## src/shared/dual_timer_pkg.sv

```systemverilog
/*
  constants of the dual timer unit: register indices and byte addresses, control field
  positions, reset values and the tick timing derived from the core clock.
  assumes a 40 MHz core clock and a 32-bit AHB-Lite bus with one word per register.
*/

`default_nettype none

package dual_timer_pkg;

  // clock and timing
  localparam int unsigned CLK_PERIOD_PS   = 25000;             // 40 MHz core clock
  localparam int unsigned TIME_UNIT_PS    = CLK_PERIOD_PS / 2; // basic_time_unit
  localparam int unsigned MIN_RES_UNITS   = 8;                 // finest resolution
  // least time, so round up to whole cycles
  localparam int unsigned MIN_TICK_CYCLES =
    (MIN_RES_UNITS * TIME_UNIT_PS + CLK_PERIOD_PS - 1) / CLK_PERIOD_PS;
  localparam int unsigned PRESC_W         = 12;                // prescaler counter width

  // register indices; byte address is four times the index
  localparam logic [15:0] AUX_CTRL_IDX   = 16'hff40;
  localparam logic [15:0] CORE_CTRL_IDX  = 16'hff42;
  localparam logic [15:0] AUX_CNT_IDX    = 16'hff44;
  localparam logic [15:0] CORE_CNT_IDX   = 16'hff46;
  localparam logic [15:0] CAPTURE_RELOAD_REG_IDX     = 16'hff48;
  localparam logic [15:0] IRQ_STATUS_IDX = 16'hff4a;
  localparam logic [15:0] IRQ_CTRL_IDX   = 16'hff6a; // capture_reload_irq_control

  localparam logic [31:0] AUX_CTRL_ADDR   = {14'h0000, AUX_CTRL_IDX, 2'b00};
  localparam logic [31:0] CORE_CTRL_ADDR  = {14'h0000, CORE_CTRL_IDX, 2'b00};
  localparam logic [31:0] AUX_CNT_ADDR    = {14'h0000, AUX_CNT_IDX, 2'b00};
  localparam logic [31:0] CORE_CNT_ADDR   = {14'h0000, CORE_CNT_IDX, 2'b00};
  localparam logic [31:0] CAPTURE_RELOAD_REG_ADDR     = {14'h0000, CAPTURE_RELOAD_REG_IDX, 2'b00};
  localparam logic [31:0] IRQ_STATUS_ADDR = {14'h0000, IRQ_STATUS_IDX, 2'b00};
  localparam logic [31:0] IRQ_CTRL_ADDR   = {14'h0000, IRQ_CTRL_IDX, 2'b00};

  // control fields shared by both timers, except the aux-only chain bit
  localparam int unsigned CTL_PRESC_LSB = 0;  // 3-bit prescaler select
  localparam int unsigned CTL_EXT_CLK   = 3;  // count pin rising edges
  localparam int unsigned CTL_CHAIN     = 4;  // aux only: count toggle latch changes
  localparam int unsigned CTL_DOWN      = 5;  // count down
  localparam int unsigned CTL_XDIR_EN   = 6;  // direction pin enable
  localparam int unsigned CTL_RUN       = 7;  // timer runs
  // aux only
  localparam int unsigned CTL_CAP_RISE  = 8;  // capture on rising edge
  localparam int unsigned CTL_CAP_FALL  = 9;  // capture on falling edge
  localparam int unsigned CTL_CAP_CLR   = 10; // clear aux after capture
  // core only
  localparam int unsigned CTL_TOGGLE_OE = 8;  // drive toggle output pin
  localparam int unsigned CTL_RELOAD_EN = 9;  // reload on wrap
  localparam int unsigned CTL_CAPCOM_A  = 10; // wrap pulses to capcom_timer_a
  localparam int unsigned CTL_CAPCOM_B  = 11; // wrap pulses to capcom_timer_b

  localparam logic [15:0] AUX_CTRL_WMASK  = 16'h07ff;
  localparam logic [15:0] CORE_CTRL_WMASK = 16'h0fef;

  // status and mask layout
  localparam int unsigned ST_AUX_WRAP  = 0;
  localparam int unsigned ST_CORE_WRAP = 1;
  localparam int unsigned ST_CAPTURE   = 2;
  localparam int unsigned ST_TOGGLE    = 3; // live latch level, not sticky
  localparam int unsigned ST_W         = 3;

  // reset values
  localparam logic [15:0]     CTRL_RST   = 16'h0000;
  localparam logic [15:0]     CNT_RST    = 16'h0000;
  localparam logic [15:0]     CAPTURE_RELOAD_REG_RST = 16'h0000;
  localparam logic [ST_W-1:0] STATUS_RST = 3'h0;
  localparam logic [ST_W-1:0] MASK_RST   = 3'h0;

  // bus data-phase state, gray coded
  typedef enum logic [1:0] {
    PH_IDLE  = 2'b00,
    PH_WRITE = 2'b01,
    PH_READ  = 2'b11
  } bus_phase_t;

endpackage : dual_timer_pkg

`default_nettype wire

```

## src/core/timer_counter16.sv

```systemverilog
/*
  one 16-bit up/down timer with software load, clear and reload on wrap.
  assumes tick and control come from the caller in the core clock domain.
*/
`timescale 1ns/1ps
`default_nettype none

module timer_counter16
  import dual_timer_pkg::*;
(
  // clock and reset
  input  wire logic        clk_in,
  input  wire logic        resetn_in,
  input  wire logic        clk_en_in,
  // control
  input  wire logic        tick_in,
  input  wire logic        down_in,
  input  wire logic        clear_in,
  input  wire logic        wr_in,
  input  wire logic [15:0] wr_val_in,
  input  wire logic        reload_en_in,
  input  wire logic [15:0] reload_val_in,
  // state
  output logic      [15:0] count_out,
  output logic             wrap_out
);

  logic [15:0] cnt_r;   // counter value
  logic [15:0] cnt_nxt; // next value
  logic        at_end;  // next tick leaves the range

  // all ones going up, zero going down
  assign at_end   = down_in ? (cnt_r == 16'h0000) : (cnt_r == 16'hffff);
  assign wrap_out = tick_in & at_end & ~wr_in & ~clear_in;

  // priority: software write, clear, reload, count
  always_comb begin
    cnt_nxt = cnt_r;
    if (wr_in) begin
      cnt_nxt = wr_val_in;
    end else if (clear_in) begin
      cnt_nxt = 16'h0000;
    end else if (wrap_out && reload_en_in) begin
      cnt_nxt = reload_val_in;
    end else if (tick_in) begin
      // natural wrap of the 16-bit sum covers both directions
      cnt_nxt = down_in ? cnt_r - 16'h0001 : cnt_r + 16'h0001;
    end
  end

  // counter flop
  always_ff @(posedge clk_in) begin
    if (!resetn_in) begin
      cnt_r <= CNT_RST;
    end else if (clk_en_in) begin
      cnt_r <= cnt_nxt;
    end
  end

  assign count_out = cnt_r;

endmodule // timer_counter16

`default_nettype wire

```

## src/core/dual_timer_unit.sv

```systemverilog
/*
  dual timer unit: aux and core 16-bit timers, toggle latch, capture/reload register,
  sticky interrupt status with mask, and an AHB-Lite register slave.
  assumes pins are synchronous to core_clk_in and one bus master with zero-wait slave.
*/
// Chosen here: the AHB-Lite register port.
`timescale 1ns/1ps
`default_nettype none

module dual_timer_unit
  import dual_timer_pkg::*;
(
  // clock, reset, enable
  input  wire logic        core_clk_in,
  input  wire logic        resetn_in,
  input  wire logic        clk_en_in,
  // ahb-lite slave
  input  wire logic        hsel_in,
  input  wire logic [31:0] haddr_in,
  input  wire logic [1:0]  htrans_in,
  input  wire logic        hwrite_in,
  input  wire logic [2:0]  hsize_in,
  input  wire logic [31:0] hwdata_in,
  input  wire logic        hready_in,
  output logic      [31:0] hrdata_out,
  output logic             hreadyout_out,
  output logic             hresp_out,
  // timer pins
  input  wire logic        aux_count_input_pin_in,
  input  wire logic        core_count_input_pin_in,
  input  wire logic        aux_direction_control_pin_in,
  input  wire logic        core_direction_control_pin_in,
  input  wire logic        capture_input_pin_in,
  output logic             toggle_output_pin_out,
  // capcom clock pulses
  output logic             capcom_timer_a_clk_out,
  output logic             capcom_timer_b_clk_out,
  // interrupt
  output logic             irq_out
);

  // registers
  logic [15:0]     aux_ctrl_r;           // aux control
  logic [15:0]     core_ctrl_r;          // core control
  logic [15:0]     capture_reload_reg_r; // shared capture/reload value
  logic [ST_W-1:0] irq_status_r;         // sticky events
  logic [ST_W-1:0] irq_mask_r;           // capture_reload_irq_control
  logic            core_toggle_latch_r;  // flips on core wraps
  logic            toggle_pin_r;         // pin copy of latch
  logic            capcom_a_r;           // capcom pulse a
  logic            capcom_b_r;           // capcom pulse b
  logic            irq_r;                // level interrupt
  logic [PRESC_W-1:0] presc_r;           // free-running prescaler
  logic [1:0]      cnt_pin_prev_r;       // count pins, last cycle
  logic            cap_pin_prev_r;       // capture pin, last cycle
  logic            latch_prev_r;         // toggle latch, last cycle
  logic [31:0]     hrdata_r;             // read data
  bus_phase_t      phase_r;              // data phase kind
  logic [31:0]     wr_addr_r;            // address of pending write

  // per-timer vectors, index 0 aux, 1 core
  logic [1:0][15:0] ctrl_w;
  logic [1:0][15:0] count_w;
  logic [1:0]       cnt_pin_w;
  logic [1:0]       dir_pin_w;
  logic [1:0]       tick_w;
  logic [1:0]       down_w;
  logic [1:0]       wrap_w;
  logic [1:0]       cnt_wr_w;
  logic [1:0]       clear_w;
  logic [1:0]       reload_en_w;

  assign ctrl_w    = {core_ctrl_r, aux_ctrl_r};
  assign cnt_pin_w = {core_count_input_pin_in, aux_count_input_pin_in};
  assign dir_pin_w = {core_direction_control_pin_in, aux_direction_control_pin_in};

  // bus decode: only whole-word transfers are taken
  wire         bus_take  = hsel_in & htrans_in[1] & hready_in & (hsize_in == 3'b010);
  wire         bus_rd    = bus_take & ~hwrite_in;
  wire         bus_wr    = bus_take & hwrite_in;
  wire         wr_phase  = (phase_r == PH_WRITE);
  wire [15:0]  wdata16   = hwdata_in[15:0];
  wire         wr_aux_c  = wr_phase & (wr_addr_r == AUX_CTRL_ADDR);
  wire         wr_core_c = wr_phase & (wr_addr_r == CORE_CTRL_ADDR);
  wire         wr_aux_n  = wr_phase & (wr_addr_r == AUX_CNT_ADDR);
  wire         wr_core_n = wr_phase & (wr_addr_r == CORE_CNT_ADDR);
  wire         wr_capture_reload_reg = wr_phase & (wr_addr_r == CAPTURE_RELOAD_REG_ADDR);
  wire         wr_mask   = wr_phase & (wr_addr_r == IRQ_CTRL_ADDR);
  wire         rd_status = bus_rd & (haddr_in == IRQ_STATUS_ADDR);

  // capture edge detection on the synchronous capture pin
  wire cap_rise  = capture_input_pin_in & ~cap_pin_prev_r;
  wire cap_fall  = ~capture_input_pin_in & cap_pin_prev_r;
  wire capture_w = (cap_rise & aux_ctrl_r[CTL_CAP_RISE]) |
                   (cap_fall & aux_ctrl_r[CTL_CAP_FALL]);
  wire latch_chg = core_toggle_latch_r ^ latch_prev_r;   // each change is one core wrap

  // software writes win over hardware loads on the same count
  assign cnt_wr_w    = {wr_core_n, wr_aux_n};
  assign clear_w     = {1'b0, capture_w & aux_ctrl_r[CTL_CAP_CLR]};
  assign reload_en_w = {core_ctrl_r[CTL_RELOAD_EN], 1'b0};

  // per-timer clock source, direction and counter
  genvar gi;
  generate
    for (gi = 0; gi < 2; gi++) begin : g_timer
      wire [2:0]  sel      = ctrl_w[gi][CTL_PRESC_LSB +: 3];
      // period is MIN_TICK_CYCLES shifted by the select, never finer than 8 units
      wire [PRESC_W-1:0] pmask =
        PRESC_W'((MIN_TICK_CYCLES << sel) - 1);
      wire        pre_tick = ((presc_r & pmask) == '0);
      wire        ext_tick = cnt_pin_w[gi] & ~cnt_pin_prev_r[gi];
      wire        chained  = (gi == 0) && ctrl_w[gi][CTL_CHAIN];
      wire        src_tick;

      // chained aux counts latch changes, else pin edges or prescaler
      assign src_tick = chained ? latch_chg :
                        ctrl_w[gi][CTL_EXT_CLK] ? ext_tick :
                        pre_tick;
      assign tick_w[gi] = ctrl_w[gi][CTL_RUN] & src_tick;
      // direction pin inverts the software direction while enabled
      assign down_w[gi] = ctrl_w[gi][CTL_DOWN] ^
                          (ctrl_w[gi][CTL_XDIR_EN] & dir_pin_w[gi]);

      timer_counter16 u_timer (
        .clk_in        (core_clk_in),
        .resetn_in     (resetn_in),
        .clk_en_in     (clk_en_in),
        .tick_in       (tick_w[gi]),
        .down_in       (down_w[gi]),
        .clear_in      (clear_w[gi]),
        .wr_in         (cnt_wr_w[gi]),
        .wr_val_in     (wdata16),
        .reload_en_in  (reload_en_w[gi]),
        .reload_val_in (capture_reload_reg_r),
        .count_out     (count_w[gi]),
        .wrap_out      (wrap_w[gi])
      );
    end
  endgenerate

  wire core_wrap = wrap_w[1];
  wire aux_wrap  = wrap_w[0];

  // sticky events; a set beats a read-clear in the same cycle
  wire [ST_W-1:0] ev_set = {capture_w, core_wrap, aux_wrap};
  wire [ST_W-1:0] ev_clr = rd_status ? {ST_W{1'b1}} : {ST_W{1'b0}};
  wire [ST_W-1:0] status_nxt = (irq_status_r & ~ev_clr) | ev_set;

  // read mux, sampled in the address phase
  wire [15:0] status_view = {12'h000, core_toggle_latch_r, irq_status_r};
  wire [15:0] rd_mux =
    (haddr_in == AUX_CTRL_ADDR)   ? aux_ctrl_r :
    (haddr_in == CORE_CTRL_ADDR)  ? core_ctrl_r :
    (haddr_in == AUX_CNT_ADDR)    ? count_w[0] :
    (haddr_in == CORE_CNT_ADDR)   ? count_w[1] :
    (haddr_in == CAPTURE_RELOAD_REG_ADDR)     ? capture_reload_reg_r :
    (haddr_in == IRQ_STATUS_ADDR) ? status_view :
    (haddr_in == IRQ_CTRL_ADDR)   ? {13'h0000, irq_mask_r} :
    16'h0000; // unmapped reads zero

  // capture beats software write; the old value feeds any reload this cycle
  wire [15:0] capture_reload_reg_nxt = capture_w ? count_w[0] :
                           wr_capture_reload_reg ? wdata16 : capture_reload_reg_r;

  // bus phase tracking and read data
  always_ff @(posedge core_clk_in) begin
    if (!resetn_in) begin
      phase_r   <= PH_IDLE;
      wr_addr_r <= 32'h0000_0000;
      hrdata_r  <= 32'h0000_0000;
    end else if (clk_en_in) begin
      phase_r   <= bus_wr ? PH_WRITE : bus_rd ? PH_READ : PH_IDLE;
      wr_addr_r <= bus_wr ? haddr_in : wr_addr_r;
      hrdata_r  <= bus_rd ? {16'h0000, rd_mux} : hrdata_r;
    end
  end

  // control and mask registers
  always_ff @(posedge core_clk_in) begin
    if (!resetn_in) begin
      aux_ctrl_r  <= CTRL_RST;
      core_ctrl_r <= CTRL_RST;
      irq_mask_r  <= MASK_RST;
    end else if (clk_en_in) begin
      if (wr_aux_c) begin
        aux_ctrl_r <= wdata16 & AUX_CTRL_WMASK;
      end
      if (wr_core_c) begin
        core_ctrl_r <= wdata16 & CORE_CTRL_WMASK;
      end
      if (wr_mask) begin
        irq_mask_r <= wdata16[ST_W-1:0];
      end
    end
  end

  // capture/reload register and sticky status
  always_ff @(posedge core_clk_in) begin
    if (!resetn_in) begin
      capture_reload_reg_r <= CAPTURE_RELOAD_REG_RST;
      irq_status_r         <= STATUS_RST;
    end else if (clk_en_in) begin
      capture_reload_reg_r <= capture_reload_reg_nxt;
      irq_status_r         <= status_nxt;
    end
  end

  // toggle latch and the pulses derived from core wraps
  always_ff @(posedge core_clk_in) begin
    if (!resetn_in) begin
      core_toggle_latch_r <= 1'b0;
      latch_prev_r        <= 1'b0;
      toggle_pin_r        <= 1'b0;
      capcom_a_r          <= 1'b0;
      capcom_b_r          <= 1'b0;
    end else if (clk_en_in) begin
      core_toggle_latch_r <= core_toggle_latch_r ^ core_wrap;
      latch_prev_r        <= core_toggle_latch_r;
      toggle_pin_r        <= core_ctrl_r[CTL_TOGGLE_OE] &
                             (core_toggle_latch_r ^ core_wrap);
      capcom_a_r          <= core_wrap & core_ctrl_r[CTL_CAPCOM_A];
      capcom_b_r          <= core_wrap & core_ctrl_r[CTL_CAPCOM_B];
    end
  end

  // prescaler, pin history and interrupt level
  always_ff @(posedge core_clk_in) begin
    if (!resetn_in) begin
      presc_r        <= '0;
      cnt_pin_prev_r <= 2'b00;
      cap_pin_prev_r <= 1'b0;
      irq_r          <= 1'b0;
    end else if (clk_en_in) begin
      presc_r        <= presc_r + PRESC_W'(1);
      cnt_pin_prev_r <= cnt_pin_w;
      cap_pin_prev_r <= capture_input_pin_in;
      irq_r          <= |(status_nxt & irq_mask_r);
    end
  end

  // outputs; ready follows the clock enable so a frozen unit stalls the bus
  assign hrdata_out             = hrdata_r;
  assign hreadyout_out          = clk_en_in;
  assign hresp_out              = 1'b0;
  assign toggle_output_pin_out  = toggle_pin_r;
  assign capcom_timer_a_clk_out = capcom_a_r;
  assign capcom_timer_b_clk_out = capcom_b_r;
  assign irq_out                = irq_r;

endmodule // dual_timer_unit

`default_nettype wire

```

## config.mk

```make
export PLATFORM = sky130hd
export DESIGN_NAME = dual_timer_unit
export DESIGN_NICKNAME = d
export VERILOG_FILES = /design/src/shared/dual_timer_pkg.sv /design/src/core/timer_counter16.sv /design/src/core/dual_timer_unit.sv
export SDC_FILE = /design/constraint.sdc
export NUM_CORES = 1
export LEC_CHECK = 0
export ABC_AREA = 1
export BUFFER_PORTS_ARGS = -buffer_cell sky130_fd_sc_hd__buf_2
export CAP_MARGIN = 30
export CORE_MARGIN = 2
export CORE_UTILIZATION = 39
export DETAILED_ROUTE_END_ITERATION = 8
export GPL_TIMING_DRIVEN = 0
export HOLD_SLACK_MARGIN = 0.08
export MAX_ROUTING_LAYER = met4
export SLEW_MARGIN = 20
export SYNTH_ARGS = -nofsm -noshare
export SYNTH_HDL_FRONTEND = slang
export SYNTH_SLANG_ARGS = --single-unit
```

## constraint.sdc

```tcl
create_clock -name core_clk_in -period 2.18 [get_ports core_clk_in]
set_input_delay 0.436 -clock core_clk_in [delete_from_list [all_inputs] [get_ports core_clk_in]]
set_output_delay 0.436 -clock core_clk_in [all_outputs]
set_load 0.05 [all_outputs]
```

== After elaboration in Yosys (flattened, before gate mapping) ==
Cells that the tools add are included.
Word-level totals
  memory bits (read-only): 0
  bits in latches: 0
  memories: 0
  bits in writable memories: 0
  word-level logic and storage cells: 137
  register bits after elaboration: 147
Operators by class
  reductions and logical operators: 17
  muxes and demuxes: 25
  bitwise logic cells: 50
  div/mod/pow operators: 0
  add/sub/neg operators: 7
  $lt $le $gt $ge: 0
  eq/ne operators: 17
  shifts and indexed selects: 2
  multiply operators: 0
Operators with widths (number)
  equality test 32 x 18 -> 1 bit, second input constant: 13
  two-way mux 16 bit: 15
  adder 16 x 1 -> 16 bit, second input constant: 2
  equality test 16 bit, second input constant: 2
  zero test 16 bit: 2
  subtractor 16 x 1 -> 16 bit, second input constant: 2
  AND 1 bit: 31
  AND 12 bit: 2
  zero test 12 bit: 2
  left shift 3 x 3 -> 12 bit, first input constant: 2
  subtractor 12 x 1 -> 12 bit, second input constant: 2
  AND reduction 2 bit: 8
  adder 12 x 1 -> 12 bit, second input constant: 1
  inverter 1 bit: 8
  AND 3 bit: 2
  two-way mux 3 bit: 2
  nonzero test 3 bit: 2
  two-way mux 1 bit: 5
  two-way mux 2 bit: 2
  two-way mux 4 bit: 1
  bitwise XOR 1 bit: 4
  equality test 3 x 2 -> 1 bit, second input constant: 1
  inverter 3 bit: 1
  OR 3 bit: 1
  other kinds (5): 5

== Logic depth before layout (Yosys ltp) ==
  depth after elaboration: 13
  mapped depth: 17
  depth with buffers taken out: 17

== By module ==
Synthesis repeated with hierarchy kept, for this count alone.
Second synthesis, totals
  cells, all modules: 1613
  area total of the unflattened synthesis: 10083.4 µm²
By module, submodules not included
  dual_timer_unit: instances 1, cells each 893, area each 5979.5 µm²
  timer_counter16: instances 2, cells each 360, area each 2052.0 µm²

== Least setup slack after synthesis ==
OpenSTA, ideal clock, no wires.
  kind: in2reg
  from: input port core_direction_control_pin_in
  to: register g_timer[1].u_timer.cnt_r[12]
  data arrival time: 2197 ps
  data required time: 2071 ps
  cell stages on the path: 15
  setup slack: -126 ps
  path buffers: 0
  path through: nand2_1 nand2_1 nand2_1 inv_1 ha_1 a21oi_1 o21ai_0 nand2_1 nand3_1 xnor2_1 nand2_1 nand3_1 nand3_1 nand2_1 inv_1
Between the ends
  cells in the longest elaborated chain, start to end: 8
  elaborated cells between the ends (all ways): 12
  those cells by class: 5 x mux; 4 x bitwise; 3 x reduce/logical
RTL lines
  from (decl): line dual_timer_unit.sv:32  | input wire logic core_direction_control_pin_in,
  AND 1 bit *: line dual_timer_unit.sv:123  | (ctrl_w[gi][CTL_XDIR_EN] & dir_pin_w[gi]);
  bitwise XOR 1 bit *: line dual_timer_unit.sv:122  | assign down_w[gi] = ctrl_w[gi][CTL_DOWN] ^
  two-way mux 1 bit: line timer_counter16.sv:33  | assign at_end = down_in ? (cnt_r == 16'h0000) : (cnt_r == 16'hffff);
  AND 1 bit (2 in series): line timer_counter16.sv:34  | assign wrap_out = tick_in & at_end & ~wr_in & ~clear_in;
  logical AND 1 bit: line timer_counter16.sv:43  | end else if (wrap_out && reload_en_in) begin
  nonzero test 3 bit (no line) or two-way mux 16 bit (tied branches)
  AND reduction 2 bit (no line) or two-way mux 16 bit (tied branches)
  to (signal assigned): line timer_counter16.sv:56  | cnt_r <= cnt_nxt;
  to (decl): line timer_counter16.sv:28  | logic [15:0] cnt_r;
Every way passes the cells marked *; elsewhere a longest branch is shown, timed or not. The select of a mux whose other input is x is not followed.
A chain may end at the register's enable or synchronous reset.

== Final worst setup path ==
  from: register core_ctrl_r[6]
  to: register g_timer[1].u_timer.cnt_r[13]
Between the ends
  cells in the longest elaborated chain, start to end: 8
  elaborated cells between the ends (all ways): 12
  those cells by class: 5 x mux; 4 x bitwise; 3 x reduce/logical
RTL lines
  from (decl): line dual_timer_unit.sv:44  | logic [15:0] core_ctrl_r;
  from (signal assigned): line dual_timer_unit.sv:190  | core_ctrl_r <= wdata16 & CORE_CTRL_WMASK;
  AND 1 bit *: line dual_timer_unit.sv:123
  bitwise XOR 1 bit *: line dual_timer_unit.sv:122
  two-way mux 1 bit: line timer_counter16.sv:33
  AND 1 bit (2 in series): line timer_counter16.sv:34
  logical AND 1 bit: line timer_counter16.sv:43
  nonzero test 3 bit (no line) or two-way mux 16 bit (tied branches)
  AND reduction 2 bit (no line) or two-way mux 16 bit (tied branches)
Marks and branches as above.

==> summary.txt <==
Run status
  – Status: finished, violations left
  – Violated checks: negative setup slack

Die
  – Core area: 24100 sq um
  – IO Pins: 118
  – Row count: 57
  – Die width: 160 microns
  – Die Y: 160 microns
  – DIE AREA: 25700 sq um
  – Starting Density: 39.5%

CTS
  – TritonCTS clock tree: yes
  – CTS buffer count: 17
  – Longest Clk Path Bufs: 2
  – Clk pin slew, worst setup/hold paths: 0.07 ns
  – H-tree depth: 4
  – Worst skew pair latency: 0.44 ns
  – Sink Count: 146
  – Clk root buf: clkbuf_16

Yosys
  – Leading area contributor after synthesis: dfxtp_1
  – Post-Syn Area: 9520 sq um
  – Asr flop ratio synth: 0%
  – Yosys top cell area share: 30.7%
  – Flops & latches, synth: 146
  – Synth cell types: 48
  – Register area share after synthesis: 30.7%
  – Synth Instances: 1487
  – Syn Area/Cell: 6.40 sq um
  – Warnings, synthesis: 0
  – EDFF count, synth: 0
  – Ys flop type: dfxtp_1
  – Top cells by area, synth: dfxtp_1 (31%), nand2_1 (13%), a21oi_1 (8.6%), o21ai_0 (7.0%), inv_1 (6.4%)

Worst setup path
  – CP startpoint kind: flip-flop
  – Worst-path cell chain: nand3_2 -> nand2_4 -> clkinvlp_4 -> buf_12 -> buf_6 -> ha_4 -> nand2_1 -> o21ai_1 -> a21oi_2 -> nand3_1 -> nand2_1 -> nand2_1 -> nand3_1 -> nand2_1 -> a21oi_1
  – WP data required: 2.46 ns
  – Setup crit end kind: flip-flop
  – Delay of the slowest critical-path stage: 0.35 ns
  – CP most frequent cell: nand2_1
  – Setup Crit Path Kind: flip-flop to flip-flop
  – Data arrival time of the critical path: 2.64 ns
  – Worst Path Max Fanout: 9
  – CP max stage cell: dfxtp_2

STA
  – Endpoints failing hold: 0
  – Fin Hold WS: 0.292 ns
  – Crit path time final: 2.35 ns
  – Fmax: 425 MHz
  – Worst rel slew slack: 37.1%
  – Slew Limit Fails: 0
  – RSZ-0062 raised after global routing: yes
  – Setup ws final: -0.174 ns
  – Clock Skew: 0.00809 ns
  – Slew @ Worst Pin: 0.943 ns
  – Final setup vio count: 15
  – Final critical-path share of the clock period: 108%

Routing
  – Vias: 10.8k
  – Final WL: 36200 microns
  – Antenna Violating Nets Remaining: 0
  – Residual DRC: 0
  – 1st-iter DRT viols: 1118
  – Drt wl/cell: 18.1 microns
  – Via-to-Cell Ratio: 5.42
  – Pre-Repair DR Iteration Count: 6

Global route
  – Initial antenna violation count: 0
  – GRT Residual Overflow: 0
  – First-pass GRT wire length: 54800 microns
  – Largest net degree at the start of global routing: 17
  – Vias in the first global route: 9791
  – All-Layer GR Usage: 28.0%

Final layout
  – Area Overhead vs Synth: 33.1%
  – NumNets Final: 1773
  – Final non-filler cell total: 1997
  – Layout cells sized above 1: 24.9%
  – Fin util: 52.5%
  – N_diodes: 0

Hold path
  – HP Class: input port to flip-flop

Placement
  – Detailed Place HPWL: 26800 microns
  – RePlAce Congestion: 0.945
  – Number of buffers added on ports: 82
  – Dpl cells: 1909
  – Setup Slack @ Placement: -1.02 ns

Run
  – Max-cap violations: 0

Pwr
  – VDD IR-drop max: 0.527 mV
  – Pwr dens: 508 nW/um^2
  – Power Total: 6.43 mW
  – Leakage: 5.35 nW
## area by class of cell
class	count	area, sq um
flip-flops and latches	146	2940
clock inverters	13	200
inverters	167	667
clock buffers	19	433
multi-input cells	1121	6650
repair buffers	137	940
well taps	324	405
plain buffers	69	415
repair inverters	1	16.3
fillers	2410	11400
## Yosys cell counts (2+ instances only)
cell type / number
nor2_1: 146
inv_2: 6
nand2_2: 7
nand4_1: 28
nand3_1: 106
nor3_1: 23
xor2_1: 11
dfxtp_1: 146
nand2_1: 342
fa_1: 2
a21boi_0: 3
o211ai_1: 7
o22ai_1: 12
nand3_2: 3
a21oi_2: 2
buf_4: 21
buf_6: 7
o21ai_0: 133
nor2_2: 6
a31oi_1: 18
buf_2: 9
inv_1: 161
o21ai_1: 10
nor4_1: 5
nand3b_1: 5
nand2_4: 4
clkbuf_1: 29
a21o_1: 4
o21bai_1: 8
and2_1: 4
ha_1: 31
nor2_4: 4
xnor2_1: 6
buf_1: 2
a21oi_1: 163
## sequential cells by signal, summed over array words and instances (netlist names), 2 cells and up
name / flops
phase_r: 2
hrdata_out: 16
presc_r: 11
core_ctrl_r: 11
irq_mask_r: 3
wr_addr_r: 32
capture_reload_reg_r: 16
irq_status_r: 3
g_timer.u_timer.count_out: 32
cnt_pin_prev_r: 2
aux_ctrl_r: 11
## path summary, 6_finish.rpt
check,end,from,depth (start not counted),slack [ns]
worst max-delay path,g_timer[1].u_timer.count_out[13],core_ctrl_r[6],15,-0.17
worst min-delay path,cap_pin_prev_r,capture_input_pin_in,3,0.29
worst max register to register,g_timer[1].u_timer.count_out[13],core_ctrl_r[6],15,-0.17
worst min register to register,wr_addr_r[16],wr_addr_r[16],2,0.45
## cells by family (layout without fill, tap and decap cells)
| family | Yosys count | in the layout | synth area share (%) |
|---|---|---|---|
| flip-flops | 146 | 146 | 30.7 |
| XOR/XNOR | 17 | 17 | 1.56 |
| AND/OR/NAND/NOR | 690 | 690 | 31.9 |
| AO/OA/AOI/OAI | 364 | 364 | 20.4 |
| adder cells (fa/ha/maj) | 33 | 33 | 4.50 |
| buffers and inverters | 236 | 406 | 10.8 |
| other | 1 | 17 | 0.0394 |
## placed cells by master (no fill, tap or decap), types with 16 or more instances in the layout
cell type  count
a21oi_1      131
a21oi_2       27
a31oi_1       17
buf_2         91
buf_4         63
clkbuf_1      30
clkbuf_16     20
conb_1        17
dfxtp_1      138
ha_4          27
inv_1        149
nand2_1      307
nand2_2       33
nand3_1       87
nand3_2       16
nand4_1       28
nor2_1       136
nor3_1        17
o21ai_0      121
o21ai_1       16
## worst max-delay path: cells and delay by family (launching register included)
| kind | cells | cell delay [ns] |
|---|---|---|
| buffers and inverters | 3 | 0.44 |
| flip-flops | 1 | 0.35 |
| adder cells (fa/ha/maj) | 1 | 0.31 |
| AO/OA/AOI/OAI | 3 | 0.34 |
| AND/OR/NAND/NOR | 8 | 0.74 |
## per-layer routing
layer	GRT usage (%)	share of wire (%)	up-vias	wire length (microns)
li1	-	-	5264	-
met1	36.7	44	5048	15800
met2	44.5	46	437	16600
met3	4.73	7.5	77	2720
met4	8.19	2.9	0	1060
met5	-	0	-	0
## timing repair
| item | 4_1_cts | 5_1_grt |
|---|---|---|
| hold endpoints to repair | 0 | 0 |
| gates resized for setup | 87 | 166 |
| cloned | 0 | 4 |
| hold buffers | 0 | 0 |
| setup endpoints to repair | 38 | 51 |
| pin swaps | 22 | 75 |
| buffers inserted | 20 | 32 |
## where the power goes
group / total, mW / leakage [nW] / switching, mW / internal (mW)
combinational: 0.475 / 3.86 / 0.337 / 0.138
sequential: 2.72 / 1.18 / 0.0284 / 2.70
clock: 3.23 / 0.305 / 1.29 / 1.94
## metrics by stage
stage | TNS, ns | area, sq um
floorplan | -0.812 | 9580
global placement | -26.40 | 10400
detailed placement | -27.32 | 10400
CTS | -0.495 | 11600
global route | -4.25 | 12700
finish | -1.06 | 12700
(Power assumes the default switching activity.)
